==> src/hw/sdcc_pkg.sv <==
// constants shared by the sensor drive current control block
package sdcc_pkg;
    // -------------------------------------------------------------
    // sizes
    // -------------------------------------------------------------
    localparam int NUM_CH = 4;
    localparam int CODE_W = 5;
    localparam int REG_W = 16;
    localparam int ADDR_W = 8;
    localparam int SAMPLE_W = 12;
    // -------------------------------------------------------------
    // register offsets and field positions
    // -------------------------------------------------------------
    localparam logic [ADDR_W-1:0] ADDR_DRIVE [NUM_CH] = '{
        8'h1E, 8'h1F, 8'h20, 8'h21
    };
    localparam int PROG_LSB = 11;
    localparam int CAL_LSB = 6;
    localparam int CFG_FIXED_BIT = 12;
    localparam int CFG_AMP_DIS_BIT = 10;
    // -------------------------------------------------------------
    // codes and reset values
    // -------------------------------------------------------------
    localparam logic [CODE_W-1:0] CODE_RESET = 5'h00;
    localparam logic [CODE_W-1:0] CODE_MIN = 5'h00;
    localparam logic [CODE_W-1:0] CODE_MAX = 5'h1F;
    localparam logic [CODE_W-1:0] CODE_STEP = 5'h01;
    localparam logic [CODE_W-1:0] CODE_195UA = 5'h11;
    localparam logic [REG_W-1:0] RDATA_RESET = 16'h0000;
endpackage

==> src/hw/sdcc_channel.sv <==
// one channel: programmed drive code, calibrated code and search
`timescale 1ns/1ps
module sdcc_channel
    import sdcc_pkg::*;
(
    input wire logic clk,
    input wire logic arst_n,
    input wire logic clk_en,
    input wire logic wr_en,
    input wire logic [CODE_W-1:0] wr_code,
    input wire logic conv_end,
    input wire logic loop_on,
    input wire logic start_search,
    input wire logic amp_low,
    input wire logic amp_high,
    output logic [CODE_W-1:0] prog_code,
    output logic [CODE_W-1:0] cal_code,
    output logic searching
);
    logic [CODE_W-1:0] prog_q;
    logic [CODE_W-1:0] cal_q;
    logic search_q;
    logic step;

    // -------------------------------------------------------------
    // programmed code
    // -------------------------------------------------------------
    always_ff @(posedge clk or negedge arst_n) begin
        if (!arst_n) begin
            prog_q <= CODE_RESET;
        end else if (clk_en && wr_en) begin
            prog_q <= wr_code;
        end
    end

    // -------------------------------------------------------------
    // calibrated code: search and amplitude loop
    // -------------------------------------------------------------
    assign step = conv_end && (search_q || loop_on);

    always_ff @(posedge clk or negedge arst_n) begin
        if (!arst_n) begin
            cal_q <= CODE_RESET;
            search_q <= 1'b0;
        end else if (clk_en) begin
            if (start_search) begin
                search_q <= 1'b1;
                cal_q <= prog_q;
            end else if (step) begin
                if (amp_low && cal_q != CODE_MAX) begin
                    cal_q <= cal_q + CODE_STEP;
                end else if (amp_high && cal_q != CODE_MIN) begin
                    cal_q <= cal_q - CODE_STEP;
                end else begin
                    search_q <= 1'b0;
                end
            end
        end
    end

    assign prog_code = prog_q;
    assign cal_code = cal_q;
    assign searching = search_q;
endmodule

==> src/hw/sdcc_top.sv <==
// sensor drive current control: drive codes, pin grounding, search
//
// Notes on behaviour
// - drive code is monotonic current index
// - inactive channel pins grounded; all when idle
// - only active channel driven during its conversion
// - auto selection searches window on active entry
// - amplitude loop steps codes between conversions
// - loop changes update calibrated code field
// - stopped oscillation yields all zero samples
// - loop disable is configuration bit ten
`timescale 1ns/1ps
module sdcc_top
    import sdcc_pkg::*;
(
    input wire logic clk,
    input wire logic arst_n,
    input wire logic clk_en,
    input wire logic [ADDR_W-1:0] reg_addr,
    input wire logic reg_wr,
    input wire logic reg_rd,
    input wire logic [REG_W-1:0] reg_wdata,
    output logic [REG_W-1:0] reg_rdata,
    input wire logic [REG_W-1:0] cfg_word,
    input wire logic sleep_mode,
    input wire logic shutdown,
    input wire logic [1:0] active_ch,
    input wire logic conv_active,
    input wire logic conv_done,
    input wire logic amp_low_pin,
    input wire logic amp_high_pin,
    input wire logic osc_stop_pin,
    input wire logic sample_valid,
    input wire logic [SAMPLE_W-1:0] sample_raw,
    output logic sample_out_valid,
    output logic [SAMPLE_W-1:0] sample_out,
    output logic [NUM_CH*CODE_W-1:0] drive_code,
    output logic [NUM_CH-1:0] drive_en,
    output logic [NUM_CH-1:0] ground_en,
    output logic [NUM_CH-1:0] searching
);
    logic [2:0] sync1_q;
    logic [2:0] sync2_q;
    logic amp_low_s;
    logic amp_high_s;
    logic osc_stop_s;
    logic fixed_sel;
    logic loop_on;
    logic use_cal;
    logic idle;
    logic idle_q;
    logic start_search;
    logic [CODE_W-1:0] prog [NUM_CH];
    logic [CODE_W-1:0] cal [NUM_CH];
    logic [NUM_CH-1:0] drive_d;
    logic [NUM_CH*CODE_W-1:0] code_d;
    logic [REG_W-1:0] rd_word;
    logic [REG_W-1:0] rdata_q;
    logic [NUM_CH-1:0] drive_en_q;
    logic [NUM_CH-1:0] ground_en_q;
    logic [NUM_CH*CODE_W-1:0] drive_code_q;
    logic sample_valid_q;
    logic [SAMPLE_W-1:0] sample_q;

    // -------------------------------------------------------------
    // analog comparator synchronisers
    // -------------------------------------------------------------
    always_ff @(posedge clk or negedge arst_n) begin
        if (!arst_n) begin
            sync1_q <= 3'h0;
            sync2_q <= 3'h0;
        end else if (clk_en) begin
            sync1_q <= {osc_stop_pin, amp_high_pin, amp_low_pin};
            sync2_q <= sync1_q;
        end
    end

    assign amp_low_s = sync2_q[0];
    assign amp_high_s = sync2_q[1];
    assign osc_stop_s = sync2_q[2];

    // -------------------------------------------------------------
    // mode decode
    // -------------------------------------------------------------
    assign fixed_sel = cfg_word[CFG_FIXED_BIT];
    assign loop_on = !cfg_word[CFG_AMP_DIS_BIT];
    assign use_cal = !fixed_sel || loop_on;
    assign idle = sleep_mode || shutdown;

    always_ff @(posedge clk or negedge arst_n) begin
        if (!arst_n) begin
            idle_q <= 1'b1;
        end else if (clk_en) begin
            idle_q <= idle;
        end
    end

    // entry to active mode with auto selection starts a search
    assign start_search = idle_q && !idle && !fixed_sel;

    // -------------------------------------------------------------
    // channels
    // -------------------------------------------------------------
    for (genvar i = 0; i < NUM_CH; i++) begin : g_ch
        sdcc_channel u_ch (
            .clk(clk),
            .arst_n(arst_n),
            .clk_en(clk_en),
            .wr_en(reg_wr && reg_addr == ADDR_DRIVE[i]),
            .wr_code(reg_wdata[PROG_LSB +: CODE_W]),
            .conv_end(conv_done && !idle && active_ch == 2'(i)),
            .loop_on(loop_on),
            .start_search(start_search),
            .amp_low(amp_low_s),
            .amp_high(amp_high_s),
            .prog_code(prog[i]),
            .cal_code(cal[i]),
            .searching(searching[i])
        );
    end

    // -------------------------------------------------------------
    // register read
    // -------------------------------------------------------------
    always_comb begin
        rd_word = RDATA_RESET;
        for (int i = 0; i < NUM_CH; i++) begin
            if (reg_addr == ADDR_DRIVE[i]) begin
                rd_word[PROG_LSB +: CODE_W] = prog[i];
                rd_word[CAL_LSB +: CODE_W] = cal[i];
            end
        end
    end

    always_ff @(posedge clk or negedge arst_n) begin
        if (!arst_n) begin
            rdata_q <= RDATA_RESET;
        end else if (clk_en && reg_rd) begin
            rdata_q <= rd_word;
        end
    end

    // -------------------------------------------------------------
    // sensor drive and grounding
    // -------------------------------------------------------------
    always_comb begin
        drive_d = '0;
        if (!idle && conv_active) begin
            drive_d = NUM_CH'(1) << active_ch;
        end
        for (int i = 0; i < NUM_CH; i++) begin
            // code indexes the current ladder directly
            code_d[i*CODE_W +: CODE_W] = use_cal ? cal[i] : prog[i];
        end
    end

    always_ff @(posedge clk or negedge arst_n) begin
        if (!arst_n) begin
            drive_en_q <= '0;
            ground_en_q <= '1;
            drive_code_q <= '0;
        end else if (clk_en) begin
            drive_en_q <= drive_d;
            ground_en_q <= ~drive_d;
            drive_code_q <= code_d;
        end
    end

    // -------------------------------------------------------------
    // sample output
    // -------------------------------------------------------------
    always_ff @(posedge clk or negedge arst_n) begin
        if (!arst_n) begin
            sample_valid_q <= 1'b0;
            sample_q <= '0;
        end else if (clk_en) begin
            sample_valid_q <= sample_valid;
            if (sample_valid) begin
                sample_q <= osc_stop_s ? '0 : sample_raw;
            end
        end
    end

    assign reg_rdata = rdata_q;
    assign drive_en = drive_en_q;
    assign ground_en = ground_en_q;
    assign drive_code = drive_code_q;
    assign sample_out_valid = sample_valid_q;
    assign sample_out = sample_q;
endmodule

==> config.mk <==
export PLATFORM = sky130hd
export DESIGN_NAME = sdcc_top
export DESIGN_NICKNAME = d
export VERILOG_FILES = /design/src/hw/sdcc_pkg.sv /design/src/hw/sdcc_channel.sv /design/src/hw/sdcc_top.sv
export SDC_FILE = /design/constraint.sdc
export NUM_CORES = 1
export LEC_CHECK = 0
export ABC_AREA = 1
export BUFFER_PORTS_ARGS = -buffer_cell sky130_fd_sc_hd__buf_2
export CORE_MARGIN = 4
export CORE_UTILIZATION = 57
export CTS_BUF_LIST = sky130_fd_sc_hd__clkbuf_8
export CTS_CLUSTER_SIZE = 24
export DETAILED_ROUTE_END_ITERATION = 8
export PLACE_DENSITY = 0.8
export SLEW_MARGIN = 20
export SYNTH_ARGS = -nofsm -noshare
export SYNTH_HDL_FRONTEND = slang
export SYNTH_HIERARCHICAL = 1
export SYNTH_SLANG_ARGS = --single-unit
export TNS_END_PERCENT = 20
==> constraint.sdc <==
create_clock -name clk -period 3.15 [get_ports clk]
set_input_delay 0.315 -clock clk [delete_from_list [all_inputs] [get_ports clk]]
set_output_delay 0.315 -clock clk [all_outputs]
set_load 0.005 [all_outputs]
==> results of run 1 <==
==> worst max-delay path, stage by stage (launching register included) <==
cell      delay, ns
dfrtp_1        0.63
inv_1          0.11
o21bai_4       0.23
ha_1           0.34
a21o_1         0.19
nor2_1         0.13
inv_1          0.05
nand2_1        0.06
nand3_1        0.06
nand2_1        0.06
nand2_1        0.05
==> layer usage <==
metal / vias to the layer above / part of all wire / GRT usage
met5: - / 0 / 0
met4: 0 / 0.023 / 0.0803
met3: 30 / 0.065 / 0.0533
met2: 178 / 0.46 / 0.425
met1: 2465 / 0.45 / 0.360
li1: 2528 / - / -
==> state kept, by name (all words and copies together), names as in the netlist <==
name and count:
sample_out 12, g_ch.u_ch/prog_code 20, drive_en 4, sample_out_valid 1, ground_en 4, g_ch.u_ch/searching 4
idle_q 1, g_ch.u_ch/cal_code 20, sync1_q 3, sync2_q 3, reg_rdata 10, drive_code 20
==> layout by cell type, fill, tap and decap left out, types with 2 or more instances in the layout <==
cell      instances
a21o_1            5
a21oi_1          45
buf_2            95
buf_4             5
clkbuf_8         11
conb_1            6
dfrtp_1          97
dfstp_2           5
fa_1              4
ha_1             12
inv_1            57
inv_2             5
inv_4             4
inv_6             2
mux2_1            5
mux2_2           15
nand2_1         218
nand2_2           9
nand2_4           4
nand3_1          50
nand3_2           3
nor2_1           67
nor2_2            2
nor2_4            3
nor3_1            5
o211ai_1         10
o21a_1            3
o21ai_0          26
o21ai_1          11
o21ai_2          16
o21bai_1          4
o21bai_4          4
xnor2_1           3
xor2_1            4
==> metrics by stage <==
step / cell area, um^2 / cells / util / hold WS (ns) / power, mW
3_5_place_dp: 6410 / 939 / 0.650 / 0.356 / 3.44
3_3_place_gp: 6410 / 939 / 0.650 / 0.351 / 3.34
2_1_floorplan: 5850 / 730 / - / 0.0194 / 2.96
6_report: 6610 / 956 / 0.670 / 0.145 / 4.23
5_1_grt: 6610 / 956 / 0.670 / 0.146 / 4.56
4_1_cts: 6610 / 956 / 0.670 / 0.132 / 4.23
==> Yosys cell counts <==
cell type / n
ha_1: 12
mux2_2: 15
o21bai_1: 4
inv_4: 4
a21oi_1: 45
nor2_1: 67
clkbuf_1: 3
nand3_2: 3
o21ai_2: 16
inv_1: 56
nand4_2: 1
nor2_4: 3
nor2_2: 2
fa_1: 4
a21o_1: 5
o21bai_4: 4
nor4_1: 1
o21a_1: 3
nand3_4: 1
nand2_4: 4
buf_6: 1
dfstp_2: 5
nand3_1: 50
inv_2: 5
conb_1: 1
nand2_2: 9
o21ai_1: 11
xnor2_1: 3
o211ai_1: 10
dfrtp_1: 97
buf_2: 14
o21ai_0: 26
buf_4: 7
mux2_1: 5
nand2_1: 218
xor2_1: 4
nor3_1: 6
==> area by class of cell <==
| class | count | area (um^2) | area share |
|---|---|---|---|
| clock buffer | 11 | 151 | 0.0229 |
| clock inverter | 5 | 33.8 | 0.00511 |
| inverter | 65 | 254 | 0.0384 |
| multi-input combinational | 538 | 2900 | 0.439 |
| sequential | 102 | 2560 | 0.387 |
| tap | 133 | 166 | 0.0252 |
| timing repair buffer | 102 | 543 | 0.0822 |
==> power groups by stage <==
| stage | sequential (mW) | clock [mW] | combinational, mW |
|---|---|---|---|
| 2_1_floorplan | 1.84 | 0 | 1.12 |
| 5_1_grt | 1.96 | 0.866 | 1.74 |
| 3_3_place_gp | 1.92 | 0 | 1.42 |
| 6_report | 1.92 | 0.797 | 1.51 |
| 3_5_place_dp | 1.93 | 0 | 1.50 |
| 4_1_cts | 1.91 | 0.805 | 1.51 |
==> kinds of logic (layout without fill, tap and decap cells) <==
group           Yosys count  count (layout)
buf+inv                  90             183
simple gates            365             365
fa+ha+maj                16              16
compound gates          124             124
xor+xnor                  7               7
mux                      20              20
flops                   102             102
other cells               1               6
==> worst max path at each step <==
stage,to,slack [ns]
2_1_floorplan,g_ch[0].u_ch/cal_code[1],0.58
4_1_cts,g_ch[2].u_ch/cal_code[4],1.15
5_1_grt,g_ch[3].u_ch/cal_code[3],0.94
3_3_place_gp,g_ch[1].u_ch/cal_code[4],1.21
6_report,g_ch[1].u_ch/cal_code[4],1.12
3_5_place_dp,g_ch[2].u_ch/cal_code[4],1.18
==> flow_metrics.py, run 1 <==
metrics = {
    "routing": {
        "routed_wl_mm": 15.0,
        "drtPass1Iterations": 5,
        "drt-initial-drc-count": 399,
        "avgRoutedWirePerCell_um": 15.7,
        "final_antenna_net_count": 0,
        "via_count": 5201,
        "drc": 0,
        "via_per_inst": 5.44,
    },
    "worst_setup_path": {
        "required_ns": 3.40,
        "worstSetupPathType": "reg -> reg",
        "cp_max_fo": 9,
        "regToRegSetupSlack_ns": 1.12,
        "critPathLaunchType": "register",
        "r2r_start": "sync2_q[0]",
        "r2r-end": "g_ch[1].u_ch/cal_code[4]",
        "reg2reg_depth": 10,
        "worstSetupStartpoint": "sync2_q[0]",
        "end_kind": "register",
        "cp.arrival_ns": 2.28,
    },
    "synth": {
        "avgSynthCellArea_um2": 8.05,
        "synth_area_mm2": 0.00583,
        "synth_area_leader_cell": "dfrtp_1",
        "synth_simple_gate_area_frac": 0.268,
        "synthAdderAreaFrac": 0.0395,
        "yosys_warnings": 6,
        "synth_cells": 725,
        "synth_seq_cells": 102,
        "synth_area_leaders": "dfrtp_1 42%, nand2_1 14%, nor2_1 4.3%, nand3_1 4.3%, a21oi_1 3.9%",
        "synth_xor_area_frac": 0.0105,
        "yosysTopAreaCellShare": 0.416,
        "synth_top_family_by_area": "simple AND/OR/NAND/NOR gates",
        "synth_compound_area_frac": 0.136,
        "muxShareOfSynthArea": 0.0386,
        "ys_seq_area_frac": 0.439,
        "synth_cell_type_count": 37,
    },
    "timing": {
        "clock-skew-final_ns": 0.0132,
        "timing.setup.tns_ns": 0,
        "final.period_utilization": 0.645,
        "max_slew_margin": 0.492,
        "finalSetupViolations": 0,
        "final-max-slew-violation-count": 0,
        "fin_crit_ns": 2.03,
        "layout_setup_ws_ns": 1.12,
        "rsz0062_at_grt": "false",
        "fmaxAchievable_mhz": 492,
        "worst_pin_slew_ns": 0.760,
        "hold_viol_final": 0,
    },
    "power": {
        "power.internal_mw": 2.55,
        "p_sw_frac": 0.396,
        "power_density_mw_per_mm2": 640,
        "peakVddDrop_uv": 435,
        "pwr-share-seq": 0.453,
        "p_leak_nw": 3.52,
        "power_frac_comb": 0.358,
        "p_sw_mw": 1.67,
        "clock_power_share": 0.189,
    },
    "global_route": {
        "first_global_vias": 4962,
        "grt_use_total": 0.264,
        "antenna_found_initial": 0,
        "grt_overflow": 0,
        "grt_pass1_wl_mm": 24.4,
        "grt_start_max_net_pins": 59,
    },
    "floorplanning": {
        "die-area_mm2": 0.0119,
        "core-area_mm2": 0.00986,
        "rows": 36,
        "die_w_um": 109,
        "die_y_um": 109,
        "start_util": 0.591,
        "io_pins": 128,
    },
    "clocking": {
        "clock_latency_ns": 0.36,
        "cts_setup_buffers": 0,
        "tritoncts": "yes",
        "cts_buffer_depth": 2,
        "ctsHoldBuffers": 1,
        "ctsResizeCount": 0,
        "cts_buffers": 9,
        "htreeDepth": 3,
        "root_buffer": "clkbuf_8",
        "cts.sinks": 102,
        "clk_pin_slew_ns": 0.10,
    },
    "place": {
        "hpwl_mm": 11.0,
        "place_ws_ns": 1.18,
        "io_buffer_count": 96,
        "place.gp.congestion": 0.952,
    },
    "hold_path": {
        "whs_endpoint": "sync1_q[2]",
        "whs_path_depth": 3,
        "hp-start": "osc_stop_pin",
        "hold_path.class": "in -> reg",
    },
    "final_layout": {
        "drive_gt1_frac": 0.230,
        "area_delta_synth_final_pct": 13.3,
        "antenna_cells": 0,
        "nFillCells": 825,
        "nNetsFinal": 901,
    },
    "job": {
        "cap_violations": 0,
    },
    "outcome": {
        "status": "finished clean",
    },
}
No activity file was read; power rests on OpenSTA's default activity.
==> run 2: changes to the inputs <==
==> constraint.sdc (replaced) <==
create_clock -name clk -period 2 [get_ports clk]
set_input_delay 0.2 -clock clk [delete_from_list [all_inputs] [get_ports clk]]
set_output_delay 0.2 -clock clk [all_outputs]
set_load 0.005 [all_outputs]
==> run 2 against run 1 <==
  * Final cell count increased by 2.9%
  * Fmax increased by 7.8%
  * Die area unchanged
  * Critical path depth unchanged
  * Power increased by 66%
  * Via count increased by 4.1%
  * Clock power increased by 61%
  * Combinational power increased by 98%
==> flow_metrics.py, run 2 (same netlist as run 1, synthesis figures left out) <==
metrics = {
    "worst_setup_path": {
        "critPathLaunchType": "register",
        "worstSetupPathType": "reg -> reg",
        "required_ns": 2.27,
        "cp.arrival_ns": 2.15,
        "end_kind": "register",
        "cp_max_fo": 6,
    },
    "final_layout": {
        "nNetsFinal": 929,
        "mostFrequentLayoutCell": "nand2_1",
        "drive_gt1_frac": 0.260,
        "nFillCells": 820,
        "post-route-cell-area_mm2": 0.00683,
        "final_cell_mix": "218 x nand2_1, 96 x buf_2, 94 x dfrtp_1, 67 x nor2_1, 56 x inv_1",
        "antenna_cells": 0,
        "final_util": 0.693,
        "area_delta_synth_final_pct": 17.1,
    },
    "global_route": {
        "first_global_vias": 5354,
        "grt_use_total": 0.282,
        "grt_overflow": 0,
        "grt_start_max_net_pins": 43,
        "grt_pass1_wl_mm": 26.1,
        "antenna_found_initial": 0,
    },
    "power": {
        "p_sw_frac": 0.390,
        "p_sw_mw": 2.74,
        "peakVddDrop_uv": 500,
        "clock_power_share": 0.183,
        "power_density_mw_per_mm2": 1030,
        "power.internal_mw": 4.28,
        "power_frac_comb": 0.426,
        "pwr-share-seq": 0.391,
        "p_leak_nw": 3.65,
    },
    "timing": {
        "max_slew_margin": 0.566,
        "final-max-slew-violation-count": 0,
        "layout_setup_ws_ns": 0.115,
        "finalSetupViolations": 0,
        "rsz0062_at_grt": "false",
        "worst_pin_slew_ns": 0.650,
        "hold_ws_ns": 0.0302,
        "fmaxAchievable_mhz": 531,
        "clock-skew-final_ns": 0.00887,
        "hold_viol_final": 0,
        "final.period_utilization": 0.942,
        "fin_crit_ns": 1.88,
    },
    "floorplanning": {
        "die_y_um": 109,
        "core-area_mm2": 0.00986,
        "die_w_um": 109,
        "rows": 36,
        "io_pins": 128,
        "die-area_mm2": 0.0119,
        "start_util": 0.591,
    },
    "clocking": {
        "tritoncts": "yes",
        "cts.sinks": 102,
        "clock_latency_ns": 0.37,
        "cts_buffer_depth": 2,
        "root_buffer": "clkbuf_8",
        "htreeDepth": 3,
        "clk_pin_slew_ns": 0.10,
        "cts_buffers": 9,
    },
    "place": {
        "hpwl_mm": 12.1,
        "io_buffer_count": 96,
        "place_area_mm2": 0.00661,
        "place_ws_ns": -0.0552,
        "place.gp.congestion": 0.918,
    },
    "routing": {
        "via_count": 5413,
        "routed_wl_mm": 15.9,
        "via_per_inst": 5.50,
        "avgRoutedWirePerCell_um": 16.1,
        "drt-initial-drc-count": 373,
        "drtPass1Iterations": 5,
        "final_antenna_net_count": 0,
        "drc": 0,
    },
    "hold_path": {
        "hold_path.class": "in -> reg",
    },
    "job": {
        "cap_violations": 0,
    },
    "outcome": {
        "status": "finished clean",
    },
}
==> run 2: cell count changes in the layout (fill, tap and decap cells not counted), sizes merged <==
cell    before  now
buf        101  129
clkinv       1    2
inv         68   67
==> run 2: power by group through the flow <==
| stage | Clock, mW | Combinational, mW | Sequential, mW |
|---|---|---|---|
| 3_5_place_dp | 0 | 2.97 | 2.77 |
| 6_report | 1.28 | 2.99 | 2.74 |
| 2_1_floorplan | 0 | 1.76 | 2.89 |
| 3_3_place_gp | 0 | 2.83 | 2.76 |
| 4_1_cts | 1.30 | 2.98 | 2.74 |
| 5_1_grt | 1.40 | 3.37 | 2.80 |
==> run 2: per-layer routing <==
metal	track usage	vias to the layer above	share of wire	wire, um
met4	0.113	0	0.023	359
li1	-	2578	-	-
met1	0.391	2593	0.44	6920
met5	0	-	0	0
met2	0.441	209	0.47	7510
met3	0.0485	33	0.067	1060
==> run 2: worst paths after layout <==
kind / cells after the start / endpoint / start / slack, ns
setup / recovery: 10 / g_ch[2].u_ch/cal_code[4] / sync2_q[0] / 0.12
hold / removal: 3 / sync1_q[1] / amp_high_pin / 0.03
setup reg to reg: 10 / g_ch[2].u_ch/cal_code[4] / sync2_q[0] / 0.12
hold reg to reg: 2 / sync1_q[1] / sync1_q[1] / 0.48
max in group asynchronous: 3 / ground_en[0] / arst_n / 1.06
min in group asynchronous: 2 / drive_code[6] / arst_n / 0.28
==> run 2: cell type report <==
class                      count  area (um^2)  share of cell area
sequential                   102         2560               0.375
inverter                      65          254              0.0372
tap                          133          166              0.0244
timing repair buffer         130          751               0.110
clock buffer                  11          151              0.0222
clock inverter                 5         41.3             0.00604
multi-input combinational    538         2910               0.425
==> run 2: critical path, cell delays in order (launching register included) <==
cell,delay [ns]
dfrtp_2,0.49
inv_1,0.10
o21bai_4,0.21
ha_1,0.33
a21o_1,0.19
nor2_1,0.14
inv_1,0.06
nand2_1,0.07
nand3_1,0.07
nand2_1,0.07
nand2_1,0.04
==> run 2: per-stage QoR <==
step / setup TNS, ns / std cells / total power, mW
after floorplan: 0 / 730 / 4.66
after global placement: 0 / 965 / 5.59
after detailed placement: -0.0924 / 965 / 5.74
after CTS: 0 / 982 / 7.02
after global routing: 0 / 984 / 7.56
final: 0 / 984 / 7.02
==> run 2: repair_timing <==
| action | CTS | global route |
|---|---|---|
| endpoints found under the setup margin | 6 | 6 |
| hold endpoints to repair | 23 | 0 |
| hold buffers | 1 | 0 |
| buffers inserted | 0 | 2 |
| gates cloned | 0 | 0 |
| resized for setup | 1 | 2 |
==> run 3: changes to the inputs <==
--- a/config.mk
+++ b/config.mk
@@ -5,14 +5,12 @@
 export SDC_FILE = /design/constraint.sdc
 export NUM_CORES = 1
 export LEC_CHECK = 0
-export ABC_AREA = 1
-export BUFFER_PORTS_ARGS = -buffer_cell sky130_fd_sc_hd__buf_2
 export CORE_MARGIN = 4
-export CORE_UTILIZATION = 57
+export CORE_UTILIZATION = 60
 export CTS_BUF_LIST = sky130_fd_sc_hd__clkbuf_8
-export CTS_CLUSTER_SIZE = 24
 export DETAILED_ROUTE_END_ITERATION = 8
-export PLACE_DENSITY = 0.8
+export DONT_BUFFER_PORTS = 1
+export PLACE_DENSITY = 0.73
 export SLEW_MARGIN = 20
 export SYNTH_ARGS = -nofsm -noshare
 export SYNTH_HDL_FRONTEND = slang
==> run 3 against run 2 <==
  * The flow now finishes with violations (hold timing, setup timing)
  * Final cell count shrank 22%
  * Global-route usage shrank 0.22 points
  * Hold slack lost 0.52 ns
  * Critical path type unchanged
==> flow_metrics.py, run 3 <==
metrics = {
    "routing": {
        "avgRoutedWirePerCell_um": 20.4,
        "drc": 0,
        "drt-initial-drc-count": 469,
        "wl_met2_mm": 7.97,
        "drtPass1Iterations": 5,
        "via_per_inst": 6.21,
        "via_count": 4788,
        "wl_met3_mm": 1.13,
        "routed_wl_mm": 15.7,
        "drt-met1-wl_mm": 6.27,
        "maxUsedRoutingLayer": "met4",
        "final_antenna_net_count": 0,
    },
    "global_route": {
        "grt_start_max_net_pins": 103,
        "grt_overflow": 0,
        "antenna_found_initial": 0,
        "grt_use_total": 0.280,
        "first_global_vias": 4827,
        "grt_pass1_wl_mm": 25.0,
    },
    "synth": {
        "async_reset_ff_frac": 1.00,
        "yosysMostFrequentCell": "dfrtp_1",
        "synth_area_mm2": 0.00587,
        "synth_common_cells": "97 x dfrtp_1, 50 x nand2_1, 48 x nor2_1",
        "ys.flop_type": "dfrtp_1",
        "synth_cell_type_count": 46,
        "synth_edf_count": 0,
        "yosys_warnings": 6,
        "synth_area_leader_cell": "dfrtp_1",
        "yosysTopAreaCellShare": 0.414,
        "synth_cells": 579,
        "synth_area_leaders": "dfrtp_1 41%, mux2i_1 4.1%, a21oi_1 3.8%, mux2_2 3.8%, nand2_1 3.2%",
        "ys_seq_area_frac": 0.436,
        "avgSynthCellArea_um2": 10.1,
        "synth_seq_cells": 102,
    },
    "place": {
        "hpwl_mm": 10.9,
        "place.gp.congestion": 0.963,
        "place_ws_ns": -0.0739,
        "io_buffer_count": 0,
        "place_area_mm2": 0.00635,
        "dp_cells": 728,
    },
    "final_layout": {
        "nNetsFinal": 720,
        "nFillCells": 700,
        "antenna_cells": 0,
        "mostFrequentLayoutCell": "dfrtp_1",
        "final_cell_mix": "96 x dfrtp_1, 51 x buf_4, 50 x nand2_1, 48 x nor2_1, 38 x a21oi_1",
        "final_cells": 771,
        "post-route-cell-area_mm2": 0.00685,
        "final_util": 0.731,
        "drive_gt1_frac": 0.251,
        "area_delta_synth_final_pct": 16.9,
    },
    "clocking": {
        "cts.sinks": 102,
        "cts_buffer_depth": 2,
        "tritoncts": "yes",
        "cts_buffers": 9,
        "root_buffer": "clkbuf_8",
        "htreeDepth": 3,
        "clk_pin_slew_ns": 0.11,
        "clock_latency_ns": 0.37,
        "ctsHoldBuffers": 25,
    },
    "timing": {
        "max_slew_margin": 0.543,
        "rsz0062_at_grt": "true",
        "hold_ws_ns": -0.487,
        "final.period_utilization": 1.02,
        "clock-skew-final_ns": 0.0148,
        "final-max-slew-violation-count": 0,
        "worst_pin_slew_ns": 0.684,
        "layout_setup_ws_ns": -0.0404,
        "timing.setup.tns_ns": -0.0577,
        "fin_crit_ns": 2.04,
        "hold_viol_final": 102,
        "finalSetupViolations": 3,
        "fmaxAchievable_mhz": 490,
    },
    "floorplanning": {
        "die_y_um": 107,
        "die-area_mm2": 0.0114,
        "io_pins": 128,
        "start_util": 0.626,
        "core-area_mm2": 0.00937,
        "rows": 35,
        "die_w_um": 107,
    },
    "worst_setup_path": {
        "required_ns": 2.27,
        "cp_max_fo": 5,
        "worstSetupPathType": "reg -> reg",
        "cp.arrival_ns": 2.31,
        "end_kind": "register",
        "critPathLaunchType": "register",
    },
    "power": {
        "p_sw_mw": 2.82,
        "p_leak_nw": 3.02,
        "clock_power_share": 0.175,
        "peakVddDrop_uv": 738,
        "pwr-share-seq": 0.372,
        "power_frac_comb": 0.453,
        "power_density_mw_per_mm2": 1100,
        "power.internal_mw": 4.75,
        "p_sw_frac": 0.373,
        "total_power_mw": 7.57,
    },
    "hold_path": {
        "hold_path.class": "in -> async",
    },
    "outcome": {
        "violations": "hold timing, setup timing",
        "status": "finished with violations",
    },
    "job": {
        "cap_violations": 0,
    },
}
==> run 3: cell count changes after synthesis, moves of 20 or more <==
cell      change
a31oi_1      +24
inv_1        -37
mux2i_1      +24
nand2_1     -168
nand2b_1     +20
nand3_1      -29
o21ai_0      -22
==> run 3: what timing repair did <==
action | 4_1_cts | 5_1_grt
gates resized for setup | 1 | 5
hold endpoints to repair | 170 | 102
pin swaps | 7 | 4
buffers inserted | 1 | 1
endpoints found under the setup margin | 6 | 8
==> run 3: per-layer routing <==
| layer | vias up | GRT usage |
|---|---|---|
| li1 | 2189 | - |
| met1 | 2353 | 0.362 |
| met2 | 210 | 0.468 |
| met3 | 36 | 0.0644 |
| met4 | 0 | 0.0868 |
| met5 | - | 0 |
==> run 3: cell type report <==
| cell class | count | area [um^2] | share of cell area |
|---|---|---|---|
| clock buffer | 9 | 124 | 0.0181 |
| sequential | 102 | 2560 | 0.373 |
| clock inverter | 7 | 72.6 | 0.0106 |
| tap | 129 | 161 | 0.0235 |
| timing repair buffer | 78 | 683 | 0.0997 |
| multi-input combinational | 427 | 3180 | 0.464 |
| inverter | 19 | 71.3 | 0.0104 |
==> run 3: final timing paths <==
kind / start / end / slack [ns] / cells after the start
min in group clk: active_ch[1] / drive_en[1] / 0.01 / 2
max reg2reg: g_ch[2].u_ch/cal_code[3] / g_ch[2].u_ch/cal_code[4] / -0.04 / 9
max in group asynchronous: arst_n / ground_en[1] / 2.26 / 0
max: g_ch[2].u_ch/cal_code[3] / g_ch[2].u_ch/cal_code[4] / -0.04 / 9
min reg2reg: sync1_q[2] / sync1_q[2] / 0.50 / 1
min: arst_n / sample_out[2] / -0.49 / 0
==> run 3: worst max-delay path, stage by stage, from the launching register on <==
cell	delay (ns)
dfrtp_1	0.37
nand4_1	0.16
o21ai_4	0.25
inv_2	0.05
fa_2	0.33
nand2b_4	0.15
a21oi_4	0.13
xor2_2	0.09
a22o_1	0.18
a22o_1	0.22
==> run 3: cells by family (layout without fill, tap and decap cells) <==
family	after synthesis	after routing	share of synthesized area
other cells	1	6	0.000639
xor+xnor	12	12	0.0179
compound gates	154	154	0.207
simple gates	189	189	0.167
flops	102	102	0.436
mux	50	50	0.0909
buf+inv	55	113	0.0410
fa+ha+maj	16	16	0.0392
==> run 3: power groups by stage <==
stage	combinational (mW)	sequential [mW]	clock, mW
global placement	3.07	2.84	0
finish	3.43	2.82	1.32
global route	3.75	2.87	1.43
detailed placement	3.24	2.86	0
floorplan	2.01	2.93	0
CTS	3.33	2.82	1.35
